===== src/shared/asrc_cfg.svh =====
// Timing counts and sizes for the static memory controller
`ifndef ASRC_CFG_SVH
`define ASRC_CFG_SVH
`define ASRC_CLK_PERIOD_PS 8000
`define ASRC_ADDR_W 18
`define ASRC_DATA_W 16
`define ASRC_WORDS 262144
// Power-up wait, in ns
`define ASRC_POWER_UP_NS 1000
`define ASRC_POWER_UP_CYC ((`ASRC_POWER_UP_NS * 1000 + `ASRC_CLK_PERIOD_PS - 1) / `ASRC_CLK_PERIOD_PS)
// Access and strobe times, in ps
`define ASRC_READ_CYCLE_PS 20000
`define ASRC_WRITE_PULSE_PS 13000
`define ASRC_ADDR_SETUP_PS 0
`define ASRC_WRITE_TO_FLOAT_DELAY_PS 8000
`define ASRC_DATA_SETUP_TIME_PS 9000
`define ASRC_CYC(ps) (((ps) + `ASRC_CLK_PERIOD_PS - 1) / `ASRC_CLK_PERIOD_PS)
`define ASRC_READ_CYC `ASRC_CYC(`ASRC_READ_CYCLE_PS)
`define ASRC_WRITE_CYC `ASRC_CYC(`ASRC_WRITE_TO_FLOAT_DELAY_PS + `ASRC_DATA_SETUP_TIME_PS)
`define ASRC_TURN_CYC 1
`endif


===== src/shared/asrc_pkg.sv =====
// Types for the static memory controller
package asrc_pkg;
  typedef enum logic [2:0] {
    ASRC_POWERUP = 3'h0,
    ASRC_IDLE = 3'h1,
    ASRC_READ = 3'h3,
    ASRC_WRITE = 3'h2,
    ASRC_TURN = 3'h6
  } asrc_state_t;
endpackage


===== src/logic/asrc_timer.sv =====
// Down-counter that times each phase of an access
`timescale 1ns/1ps
module asrc_timer #(
  parameter int W = 8
) (
  input wire logic clk,
  input wire logic rst_n,
  input wire logic load,
  input wire logic [W-1:0] count,
  output logic done
);
  logic [W-1:0] cnt_q;
  assign done = (cnt_q == '0);
  always_ff @(posedge clk or negedge rst_n)
  begin
    if (!rst_n)
      cnt_q <= '0;
    else if (load)
      cnt_q <= count;
    else if (!done)
      cnt_q <= cnt_q - 1'b1;
  end
endmodule // asrc_timer


===== src/logic/asrc_ctrl.sv =====
// Host controller for an asynchronous 256K x 16 static memory
`timescale 1ns/1ps
`include "asrc_cfg.svh"
// Contract
// [RULE1] Memory holds 262,144 words of 16 bits, two byte lanes, 18-bit address.
// [RULE2] Write happens while chip select and write strobe are both low.
// [RULE3] Lower lane enable low stores data bits 7..0 on write.
// [RULE4] Upper lane enable low stores bits 15..8; disabled lane keeps contents.
// [RULE5] Read: chip select and output strobe low, write strobe high.
// [RULE6] Lower lane enable low drives low read byte onto bits 7..0.
// [RULE7] Upper lane enable low drives high read byte onto bits 15..8.
// [RULE8] Memory floats data whenever chip select is high.
// [RULE9] Memory floats data if output strobe high or both lanes disabled.
// [RULE10] Memory does not drive data during a write.
// [RULE11] Chip select high puts the memory in standby, contents kept.
// [RULE12] Host waits at least 1 us after power-up before first access.
// [RULE13] Write is the overlap of select and strobe; ending edge captures data.
// [RULE14] Select and strobe rising together leaves data floating.
// [RULE15] Strobe-ended write with output strobe low lasts float delay plus setup.
// [RULE16] Write proceeds regardless of output strobe; single-lane writes allowed.
// [RULE17] Single-lane read drives only that lane's data bits.
module asrc_ctrl
  import asrc_pkg::*;
#(
  parameter int POWER_UP_CYC = `ASRC_POWER_UP_CYC,
  parameter int READ_CYC = `ASRC_READ_CYC,
  parameter int WRITE_CYC = `ASRC_WRITE_CYC
) (
  input wire logic clk,
  input wire logic rst_n,
  input wire logic req_valid,
  output logic req_ready,
  input wire logic req_write,
  input wire logic [`ASRC_ADDR_W-1:0] req_addr,
  input wire logic [`ASRC_DATA_W-1:0] req_wdata,
  input wire logic [1:0] req_lane_en,
  output logic rsp_valid,
  output logic [`ASRC_DATA_W-1:0] rsp_rdata,
  output logic mem_ready,
  output logic [`ASRC_ADDR_W-1:0] sram_addr,
  output logic sram_chip_sel_n,
  output logic sram_write_n,
  output logic sram_out_en_n,
  output logic lower_lane_enable_n,
  output logic upper_lane_enable_n,
  input wire logic [`ASRC_DATA_W-1:0] sram_data_i,
  output logic [`ASRC_DATA_W-1:0] sram_data_o,
  output logic sram_data_oe
);
  localparam int TW = 10;
  // Phase lengths load as count minus one, since the timer finishes on zero
  function automatic logic [TW-1:0] load_of(input int cyc);
    return TW'(cyc - 1);
  endfunction
  // ==========================================================
  // State and pin registers
  asrc_state_t state_q, state_d;
  logic [`ASRC_ADDR_W-1:0] addr_q;
  logic [`ASRC_DATA_W-1:0] wdata_q, rdata_q;
  logic [1:0] lane_q;
  logic cs_n_q, we_n_q, oe_n_q, doe_q, rsp_q;
  logic t_load, t_done;
  logic [TW-1:0] t_count;
  // ==========================================================
  // Phase timing
  // One timer serves every phase, since phases never overlap
  asrc_timer #(.W(TW)) u_timer (
    .clk(clk),
    .rst_n(rst_n),
    .load(t_load),
    .count(t_count),
    .done(t_done)
  );
  wire idle_st = (state_q == ASRC_IDLE);
  wire take = idle_st && req_valid;
  wire [1:0] lane_sel = req_lane_en;
  wire [TW-1:0] acc_load = req_write ? load_of(WRITE_CYC) : load_of(READ_CYC); // RULE15
  // Requests are taken only in idle, one access at a time
  assign req_ready = idle_st;
  // Nothing is taken before the power-up wait ends
  assign mem_ready = (state_q != ASRC_POWERUP); // RULE12
  // Reset leaves the timer at zero, so power-up wait is loaded on the first edge
  logic pu_loaded_q;
  always_ff @(posedge clk or negedge rst_n)
  begin
    if (!rst_n)
      pu_loaded_q <= 1'b0;
    else
      pu_loaded_q <= 1'b1;
  end
  always_comb
  begin
    state_d = state_q;
    t_load = 1'b0;
    t_count = '0;
    case (state_q)
      ASRC_POWERUP:
      begin
        if (!pu_loaded_q)
        begin
          t_load = 1'b1;
          t_count = load_of(POWER_UP_CYC); // RULE12
        end
        else if (t_done)
          state_d = ASRC_IDLE; // RULE12
      end
      ASRC_IDLE:
      begin
        if (take)
        begin
          t_load = 1'b1;
          t_count = acc_load; // RULE15
          state_d = req_write ? ASRC_WRITE : ASRC_READ;
        end
      end
      ASRC_READ:
      begin
        if (t_done)
          state_d = ASRC_TURN;
      end
      ASRC_WRITE:
      begin
        if (t_done)
          state_d = ASRC_TURN; // RULE13
      end
      // Idle cycle lets the data drivers turn around
      ASRC_TURN:
        state_d = ASRC_IDLE;
      default:
        state_d = ASRC_IDLE;
    endcase
  end
  // ==========================================================
  // Access end decode
  wire rd_end = (state_q == ASRC_READ) && t_done;
  wire wr_end = (state_q == ASRC_WRITE) && t_done;
  wire acc_end = rd_end || wr_end;
  wire turn_st = (state_q == ASRC_TURN);
  // Disabled lanes read back as zero
  wire [`ASRC_DATA_W-1:0] lane_mask = {{8{~lane_q[1]}}, {8{~lane_q[0]}}}; // RULE17
  // ==========================================================
  // Next pin levels; select held high outside accesses for standby
  wire [`ASRC_ADDR_W-1:0] addr_d = take ? req_addr : addr_q; // RULE1
  wire [`ASRC_DATA_W-1:0] wdata_d = take ? req_wdata : wdata_q;
  // Strobe and select rise together, so the memory never turns its drivers on as a write ends
  wire cs_n_d = take ? 1'b0 : acc_end ? 1'b1 : cs_n_q; // RULE2 RULE5 RULE11 RULE14
  wire we_n_d = take ? ~req_write : wr_end ? 1'b1 : we_n_q; // RULE2 RULE13
  wire oe_n_d = take ? req_write : rd_end ? 1'b1 : oe_n_q; // RULE5 RULE9 RULE16
  // Write data stays one cycle past the ending edge for hold
  wire doe_d = take ? req_write : turn_st ? 1'b0 : doe_q; // RULE10 RULE13
  wire [1:0] lane_d = take ? ~lane_sel : (rd_end || turn_st) ? 2'h3 : lane_q; // RULE3 RULE4
  wire [`ASRC_DATA_W-1:0] rdata_d = rd_end ? (sram_data_i & lane_mask) : rdata_q; // RULE6 RULE7
  // ==========================================================
  // Registers; strobes reset high so the memory idles in standby
  always_ff @(posedge clk or negedge rst_n)
  begin
    if (!rst_n)
      state_q <= ASRC_POWERUP;
    else
      state_q <= state_d;
  end
  always_ff @(posedge clk or negedge rst_n)
  begin
    if (!rst_n)
    begin
      cs_n_q <= 1'b1;
      we_n_q <= 1'b1;
      oe_n_q <= 1'b1;
    end
    else
    begin
      cs_n_q <= cs_n_d;
      we_n_q <= we_n_d;
      oe_n_q <= oe_n_d;
    end
  end
  always_ff @(posedge clk or negedge rst_n)
  begin
    if (!rst_n)
      lane_q <= 2'h3;
    else
      lane_q <= lane_d;
  end
  always_ff @(posedge clk or negedge rst_n)
  begin
    if (!rst_n)
    begin
      addr_q <= '0;
      wdata_q <= '0;
    end
    else
    begin
      addr_q <= addr_d;
      wdata_q <= wdata_d;
    end
  end
  always_ff @(posedge clk or negedge rst_n)
  begin
    if (!rst_n)
      doe_q <= 1'b0;
    else
      doe_q <= doe_d;
  end
  // Read data is masked before the flop, so the output comes straight from it
  always_ff @(posedge clk or negedge rst_n)
  begin
    if (!rst_n)
    begin
      rsp_q <= 1'b0;
      rdata_q <= '0;
    end
    else
    begin
      rsp_q <= rd_end;
      rdata_q <= rdata_d;
    end
  end
  assign sram_addr = addr_q; // RULE1
  assign sram_chip_sel_n = cs_n_q;
  assign sram_write_n = we_n_q;
  assign sram_out_en_n = oe_n_q;
  assign lower_lane_enable_n = lane_q[0];
  assign upper_lane_enable_n = lane_q[1];
  assign sram_data_o = wdata_q;
  assign sram_data_oe = doe_q;
  assign rsp_valid = rsp_q;
  assign rsp_rdata = rdata_q;
endmodule // asrc_ctrl


===== config.mk =====
export PLATFORM = sky130hd
export DESIGN_NAME = asrc_ctrl
export DESIGN_NICKNAME = d
export VERILOG_FILES = /design/src/shared/asrc_pkg.sv /design/src/logic/asrc_timer.sv /design/src/logic/asrc_ctrl.sv
export VERILOG_INCLUDE_DIRS = /design/src /design/src/shared
export SDC_FILE = /design/constraint.sdc
export NUM_CORES = 1
export LEC_CHECK = 0
export ABC_AREA = 1
export BUFFER_PORTS_ARGS = -buffer_cell sky130_fd_sc_hd__buf_2
export CORE_MARGIN = 4
export CORE_UTILIZATION = 29
export CTS_CLUSTER_DIAMETER = 40
export DETAILED_ROUTE_END_ITERATION = 16
export GPL_ROUTABILITY_DRIVEN = 0
export PLACE_DENSITY_LB_ADDON = 0.15
export RECOVER_POWER = 25
export SYNTH_ARGS = -nofsm -noshare
export SYNTH_HDL_FRONTEND = slang
export SYNTH_SLANG_ARGS = --single-unit

===== constraint.sdc =====
create_clock -name clk -period 1.5 [get_ports clk]
set_input_delay 0.075 -clock clk [delete_from_list [all_inputs] [get_ports clk]]
set_output_delay 0.075 -clock clk [all_outputs]
set_load 0.05 [all_outputs]

* Word level (Yosys, flattened, before mapping)
Cells that the tools add are included.
** Cells by class
- Add/sub/neg operators :: 1
- Equality and inequality tests :: 9
- Multiplexer cells :: 24
- Bitwise logic cells :: 5
- Reductions and logical operators :: 15
** Operator list (count)
- $mux W10 :: 2
- $pmux W10 S2 :: 1
- $and A16 B16 Y16 :: 1
- $mux W3 :: 4
- $mux W1 :: 11
- $logic_not A10 Y1 :: 1
- $reduce_bool A2 Y1 :: 5
- $sub A10 B1 Y10 const B :: 1
- $pmux W3 S3 :: 1
- $mux W7 :: 1
- $eq A3 B2 Y1 const B :: 2
- $mux W2 :: 3
- $ne A2 B2 Y1 const B :: 3
- $ne A2 B1 Y1 const B :: 2
- $reduce_and A4 Y1 :: 1
- $eq A3 B1 Y1 const B :: 1
- $eq A3 B3 Y1 const B :: 1
- $logic_and A1 B1 Y1 :: 3
- $logic_not A3 Y1 :: 1
- $not A1 Y1 :: 3
- $reduce_bool A3 Y1 :: 1
- $logic_or A1 B1 Y1 :: 2
- $not A2 Y2 :: 1
- $pmux W1 S2 :: 1
- $reduce_or A2 Y1 :: 1
** Word-level totals
- Flip-flop bits (word level) :: 71
- Bits of input ports :: 56
- Output and inout bits :: 59
- Logic and storage cells :: 66

* Depth between registers and ports, before layout
Gate-level depths: netlist of run 1.
- Word-level depth :: 5
- Depth in mapped cells :: 9
- Gate-level depth less buffers :: 9

* Modules after synthesis
From an unflattened synthesis of run 1, not the netlist that was laid out.
** Second synthesis, totals
- Cells, all modules :: 379
- Area total of the unflattened synthesis :: 3251.9 sq um
** By module, submodules not included
- asrc_ctrl :: instances 1, cells an instance 283, area an instance 2561.2 sq um, seq. area each 1532.7 sq um
- asrc_timer :: instances 1, cells an instance 96, area an instance 690.7 sq um, seq. area each 250.2 sq um

* Worst setup path after synthesis of run 1
No wires, ideal clock.
- Kind :: register -> register
- Start point :: register u_timer.cnt_q[0]
- End point :: register rdata_q[10] (netlist: rsp_rdata[10])
- Library setup time :: 118 ps
- Arrival :: 1295 ps
- Required time :: 1382 ps
- Path slack :: 87 ps
- Cell stages (with the launch flop) :: 9
- Buffers on the path :: 1
- Clock period less this slack :: 1413 ps
- Cells stage by stage :: dfrtp_1 > inv_1 > ha_1 > nand3_2 > nor2_4 > nand3_2 > buf_2 > nand2_1 > nand2_1
** Between the ends
- Word-level cells in the longest chain between the ends :: 2
** RTL lines
- from (decl) :: line asrc_timer.sv:12 : logic [W-1:0] cnt_q;
- from (signal assigned) :: line asrc_timer.sv:19 : cnt_q <= count;
- from (signal assigned) :: line asrc_timer.sv:21 : cnt_q <= cnt_q - 1'b1;
- $logic_not A10 Y1 :: line asrc_timer.sv:13 : assign done = (cnt_q == '0);
- $logic_and A1 B1 Y1 :: line asrc_ctrl.sv:135 : wire rd_end = (state_q == ASRC_READ) && t_done;
- to (signal assigned) :: line asrc_ctrl.sv:215 : rdata_q <= rdata_d;
- to (decl) :: line asrc_ctrl.sv:59 : logic [`ASRC_DATA_W-1:0] wdata_q, rdata_q;
Every way passes these cells.
A chain may end at the register's enable or synchronous reset.

* Worst setup path in the final report of run 1
- Start point :: register state_q[2]
- End point :: output req_ready
** Between the ends
- Word-level cells in the longest chain between the ends :: 1
** RTL lines
- from (decl) :: line asrc_ctrl.sv:57 : asrc_state_t state_q, state_d;
- from (signal assigned) :: line asrc_ctrl.sv:160 : state_q <= state_d;
- $eq A3 B1 Y1 :: line asrc_ctrl.sv:74 : wire idle_st = (state_q == ASRC_IDLE);
- to (decl) :: line asrc_ctrl.sv:32 : output logic req_ready,
Every way passes these cells.

==> flow_summary.toml, run 1 <==
[drt]
final_antenna_net_count = 0
drtIter0Drc = 101
first_pass_iters = 4
dr_total_vias = 2929
routed_via_density = 4.17
wl_per_cell_um = 12.1
remaining_drc_errors = 0
wl_um = 8490

[logic_synthesis]
ys_seq_area_share_pct = 56.7
synth_edf_count = 0
syn_avg_cell_area_um2 = 7.98
synth_area_um2 = 3140
synth_ff_type = "dfrtp_1"
async_flop_share_pct = 100
synth_cell_types = 30
yosys.area.top_type = "dfrtp_1"
synthTopCellsByCount = "198 x nand2_1, 66 x dfrtp_1, 39 x inv_1"
syn-num-nets = 451
synth.top_cell.area_share_pct = 52.5
synth_cells = 394
ys.warnings.count = 0
synth_area_leaders = "dfrtp_1 53%, nand2_1 24%, inv_1 4.7%, dfstp_2 4.2%, nor2_1 3.2%"
synth_seq_cells = 71
synth.most_common_cell = "nand2_1"

[global_routing]
grt.total_usage_pct = 14.2
grt_pass1_wl_um = 14600
antenna_found_initial = 0
grt_pass1_vias = 3076
gr-usage-met1_pct = 17.4
grtUsageMet2_pct = 23.5
grt_max_degree = 38
grt_util_met3_pct = 4.85
top_usage_layer = "met2"
grt-ovfl-total = 0

[layout]
final_nets = 619
post-route-util_pct = 44.3
syn_to_final_growth_pct = 47.5
drive_gt1_share_pct = 30.5
antennaDiodeCount = 0

[worst_setup_path]
arrival_ps = 1320
end_kind = "output port"
slowest_delay_ps = 450
worstPathCellList = "nor2_4, nand2_2, inv_1, buf_4"
worstSetupStartpointType = "flop"
cp_slowest_cell = "dfrtp_2"
critPathKind = "flop to output port"
path_buf_inv = 2
crit_required_ps = 1420
critPathMaxFanout = 5
cp_top_family = "flip-flops"

[floorplanning]
boundaryPins = 115
start_util_pct = 30.1
die_h_um = 112
core_um2 = 10500
dieArea_um2 = 12600
die_w_um = 112
rows = 37

[sta]
period_needed_ps = 1390
worst_slew_pin_slew_ps = 881
setup_viol = 0
holdWs_ps = 31.3
slew-limit-headroom_pct = 41.3
rsz0062_at_grt = "no"
maxSlewViolCount = 0
fin_setup_tns_ps = 0
max_freq_mhz = 718
fin_ws_ps = 107
skew_ps = 10.6
fin_crit_sh_pct = 92.9
hold_violations = 0

[placement]
dp_hpwl_um = 5790
portBuffers = 114
dp_slack_ps = -50.7

[cts]
path_clk_slew_ps = 80
clock-root-buffer = "clkbuf_8"
clk_latency_ps = 340
cts_buffers = 9
cts_tree = "yes"
cts_sinks = 71
cts_max_path_buffers = 2
clock_tree.htree_level_count = 3

[min_path]
hold_path_class = "input pin to flop"

[power]
power.density_nw_per_um2 = 837
vdd_ir_drop_max_v = 0.000507
power.leakage_nw = 2.62

[flow_run]
drv_cap = 0

[outcome]
status = "completed"
-- final timing paths --
check                                              endpoint  slack [ps]  depth (start not counted)                          from
worst min-delay path               rsp_rdata[3]$_DFFE_PN0P_          30                          5                sram_data_i[3]
max in group asynchronous       sram_chip_sel_n$_DFFE_PN1P_         260                          3                         rst_n
min in group asynchronous       sram_data_o[12]$_DFFE_PN0P_         360                          2                         rst_n
worst max-delay path                              req_ready         110                          4        state_q[2]$_DFFE_PN0P_
worst min register to register  sram_chip_sel_n$_DFFE_PN1P_         470                          2   sram_chip_sel_n$_DFFE_PN1P_
worst max register to register        lane_q[0]$_DFFE_PN1P_         130                          9  u_timer.cnt_q[0]$_DFFE_PN0P_
-- registers in the layout, summed over array words and instances (netlist names) --
signal / count
pu_loaded_q: 1
sram_write_n: 1
sram_addr: 18
sram_data_o: 16
sram_chip_sel_n: 1
u_timer.cnt_q: 10
lane_q: 2
rsp_rdata: 16
sram_data_oe: 1
sram_out_en_n: 1
state_q: 3
rsp_valid: 1
-- layout by cell type, fill, tap and decap left out, types with 5 or more instances in the layout --
| cell type | instances |
|---|---|
| clkbuf_8 | 11 |
| buf_4 | 16 |
| dfrtp_1 | 65 |
| nor2_1 | 26 |
| dlygate4sd3_1 | 37 |
| inv_1 | 37 |
| o21ai_0 | 6 |
| nand2_1 | 197 |
| dfstp_2 | 5 |
| buf_2 | 112 |
| inv_2 | 7 |
| nand3_1 | 13 |
-- cell families after synthesis --
logic type / after synthesis / share of synthesized area (%)
compound gates: 9 / 1.43
flops: 71 / 56.7
fa+ha+maj: 1 / 0.398
xor+xnor: 3 / 0.836
other cells: 1 / 0.119
simple gates: 252 / 32.9
buf+inv: 57 / 7.64
-- layer usage --
metal / vias to the layer above / part of all wire (%)
li1: 1504 / -
met1: 1333 / 44
met2: 82 / 48
met3: 10 / 6.7
met4: 0 / 1.3
met5: - / 0
-- repair_timing --
action / CTS / global route
endpoints found under the hold margin: 102 / 0
buffers inserted: 0 / 4
pin swaps: 1 / 4
resized for setup: 5 / 8
gates cloned: 0 / 0
hold buffers: 37 / 0
setup endpoints to repair: 9 / 36
-- metrics by stage --
step,power [W],area [um^2],std cells
finish,0.00388,4640,703
global route,0.00405,4640,703
CTS,0.00395,4580,699
detailed placement,0.00208,3960,646
global placement,0.00208,3960,646
floorplan,0.00196,3140,394
-- where the power goes --
| group | switching [W] | internal (W) | total, W |
|---|---|---|---|
| clock network | 0.000729 | 0.00104 | 0.00176 |
| registers | 0.000000189 | 0.00191 | 0.00191 |
| logic | 0.0000792 | 0.000123 | 0.000202 |
| total | 0.000808 | 0.00307 | 0.00388 |
-- tightest hold or removal path: stages --
cell and delay [ps]:
buf_2 90, inv_1 40, nor2_1 30, nand2_1 50, nand2_1 40
-- area by class of cell --
| class | count | area (um^2) |
|---|---|---|
| Fill cell | 1083 | 5820 |
| Multi-Input combinational cell | 266 | 1160 |
| Timing Repair Buffer | 169 | 1110 |
| Tap cell | 136 | 170 |
| Sequential cell | 71 | 1780 |
| Inverter | 45 | 174 |
| Clock buffer | 12 | 155 |
| Clock inverter | 4 | 76.3 |
No activity file was read; power rests on OpenSTA's default activity.
==> inputs of run 2 (changes only) <==
--- a/config.mk
+++ b/config.mk
@@ -8,11 +8,13 @@
 export LEC_CHECK = 0
 export ABC_AREA = 1
 export BUFFER_PORTS_ARGS = -buffer_cell sky130_fd_sc_hd__buf_2
+export CAP_MARGIN = 20
 export CORE_MARGIN = 4
 export CORE_UTILIZATION = 29
 export CTS_CLUSTER_DIAMETER = 40
 export DETAILED_ROUTE_END_ITERATION = 16
 export GPL_ROUTABILITY_DRIVEN = 0
+export MAX_ROUTING_LAYER = met4
 export PLACE_DENSITY_LB_ADDON = 0.15
 export RECOVER_POWER = 25
 export SYNTH_ARGS = -nofsm -noshare
==> flow_summary.toml, run 2 (synthesis gave the netlist of run 1 again) <==
[outcome]
status = "completed"

[flow_run]
drv_cap = 0

[global_routing]
antenna_found_initial = 0
grt_pass1_wl_um = 14600
grt.total_usage_pct = 14.5
grt_pass1_vias = 3070
grt-ovfl-total = 0
grt_max_degree = 38

[floorplanning]
dieArea_um2 = 12600
core_um2 = 10500
boundaryPins = 115
rows = 37
start_util_pct = 30.1
die_h_um = 112
die_w_um = 112

[layout]
syn_to_final_growth_pct = 47.5
drive_gt1_share_pct = 30.5
fin_area_um2 = 4640
fin_cells = 703
final_cell_mix = "197 x nand2_1, 112 x buf_2, 65 x dfrtp_1"
final_nets = 619
antennaDiodeCount = 0
layout_commonest_cell = "nand2_1"
largest_reg_flops = 18
nFillCells = 1083

[worst_setup_path]
worstPathCellList = "nor2_4, nand2_2, inv_1, buf_4"
r2r-end = "lane_q[0]$_DFFE_PN1P_"
worstSetupStartpointType = "flop"
cp_slowest_cell = "dfrtp_2"
crit_required_ps = 1420
arrival_ps = 1320
path_buf_inv = 2
rr_worst_depth = 9
end_kind = "output port"
cp_top_family = "flip-flops"
path_depth = 4
reg2reg_slack_ps = 120
critPathMaxFanout = 5
critPathKind = "flop to output port"
startpoint = "state_q[2]$_DFFE_PN0P_"
cp-endpoint = "req_ready"
slowest_delay_ps = 450
r2r-start = "u_timer.cnt_q[0]$_DFFE_PN0P_"

[cts]
cts_max_path_buffers = 2
path_clk_slew_ps = 80
cts_sinks = 71
clock-root-buffer = "clkbuf_8"
clock_tree.htree_level_count = 3
cts_tree = "yes"
cts_buffers = 9
clk_latency_ps = 330

[placement]
placed_cells = 646
portBuffers = 114
placed_cell_area_um2 = 3960
dp_hpwl_um = 5790

[power]
power.density_nw_per_um2 = 836
power.clock.fraction_pct = 45.4
finalPower_w = 0.00388
p_sw_w = 0.000804
sw_frac_of_total_pct = 20.7
p_int_w = 0.00307
vdd_ir_drop_max_v = 0.000505
pwr-share-seq_pct = 49.4
power.leakage_nw = 2.62
combPwrFrac_pct = 5.2

[sta]
fin_setup_tns_ps = 0
max_freq_mhz = 718
setup_viol = 0
fin_crit_sh_pct = 92.9
worst_slew_pin_slew_ps = 889
hold_violations = 0
period_needed_ps = 1390
skew_ps = 9.75
slew-limit-headroom_pct = 40.7
maxSlewViolCount = 0
rsz0062_at_grt = "no"

[drt]
first_pass_iters = 6
dr_total_vias = 2938
drtIter0Drc = 104
routed_via_density = 4.18
final_antenna_net_count = 0
remaining_drc_errors = 0
wl_um = 8510
wl_per_cell_um = 12.1

[min_path]
hold_path_class = "input pin to flop"
## run 2: worst min-delay path by stage
stage,cells past startpoint,slack (ps),end,startpoint
after global routing,5,30,rsp_rdata[13]$_DFFE_PN0P_,sram_data_i[13]
after detailed placement,1,-50,sram_data_o[12]$_DFFE_PN0P_,rst_n
final,5,30,rsp_rdata[3]$_DFFE_PN0P_,sram_data_i[3]
after CTS,5,6,rsp_rdata[9]$_DFFE_PN0P_,sram_data_i[9]
after global placement,1,-60,sram_data_o[10]$_DFFE_PN0P_,rst_n
after floorplan,0,-220,pu_loaded_q$_DFF_PN0_,rst_n
## run 2: worst register-to-register path: stages, from the launching register on
cell,delay [ps]
dfrtp_1,390
inv_2,80
ha_4,150
nand3_2,110
nor2_4,140
nand3_4,110
buf_12,180
nand2_2,60
nand2_1,50
nand2_1,50
## run 2: stage by stage
stage                     hold WS (ps)  utilization (%)  setup WS, ps
after floorplan                   -221                -          87.3
after global placement           -56.5             37.8          4.65
after detailed placement         -53.9             37.8         -50.7
after CTS                         5.75             43.8          16.5
after global routing              32.9             44.3          2.90
final                             30.8             44.3           106
## run 2: repair_timing
action                                 CTS  global route
resized for setup                        5             8
hold buffers                            37             0
setup buffers                            0             4
pin swaps                                1             4
setup endpoints to repair                9            36
endpoints found under the hold margin  102             0
## run 2: layout make-up
| cell class | count | area, um^2 | share of cell area [%] |
|---|---|---|---|
| Multi-Input combinational cell | 266 | 1160 | 25.1 |
| Timing Repair Buffer | 169 | 1110 | 24.0 |
| Clock buffer | 12 | 155 | 3.35 |
| Inverter | 45 | 174 | 3.75 |
| Tap cell | 136 | 170 | 3.67 |
| Sequential cell | 71 | 1780 | 38.5 |
| Clock inverter | 4 | 76.3 | 1.65 |
## run 2: layer usage
metal	vias to the layer above	track usage, %	part of all wire (%)
met5	-	-	0
li1	1505	-	-
met3	10	4.37	6.2
met1	1343	17.8	45
met2	80	23.3	48
met4	0	4.33	1.2
## run 2: power by group through the flow
stage,sequential (W),clock [W],combinational (W)
6_report,0.00191,0.00176,0.000202
5_1_grt,0.00191,0.00191,0.000230
4_1_cts,0.00191,0.00183,0.000206
3_5_place_dp,0.00195,0,0.000133
3_3_place_gp,0.00195,0,0.000131
2_1_floorplan,0.00195,0,0.00000962
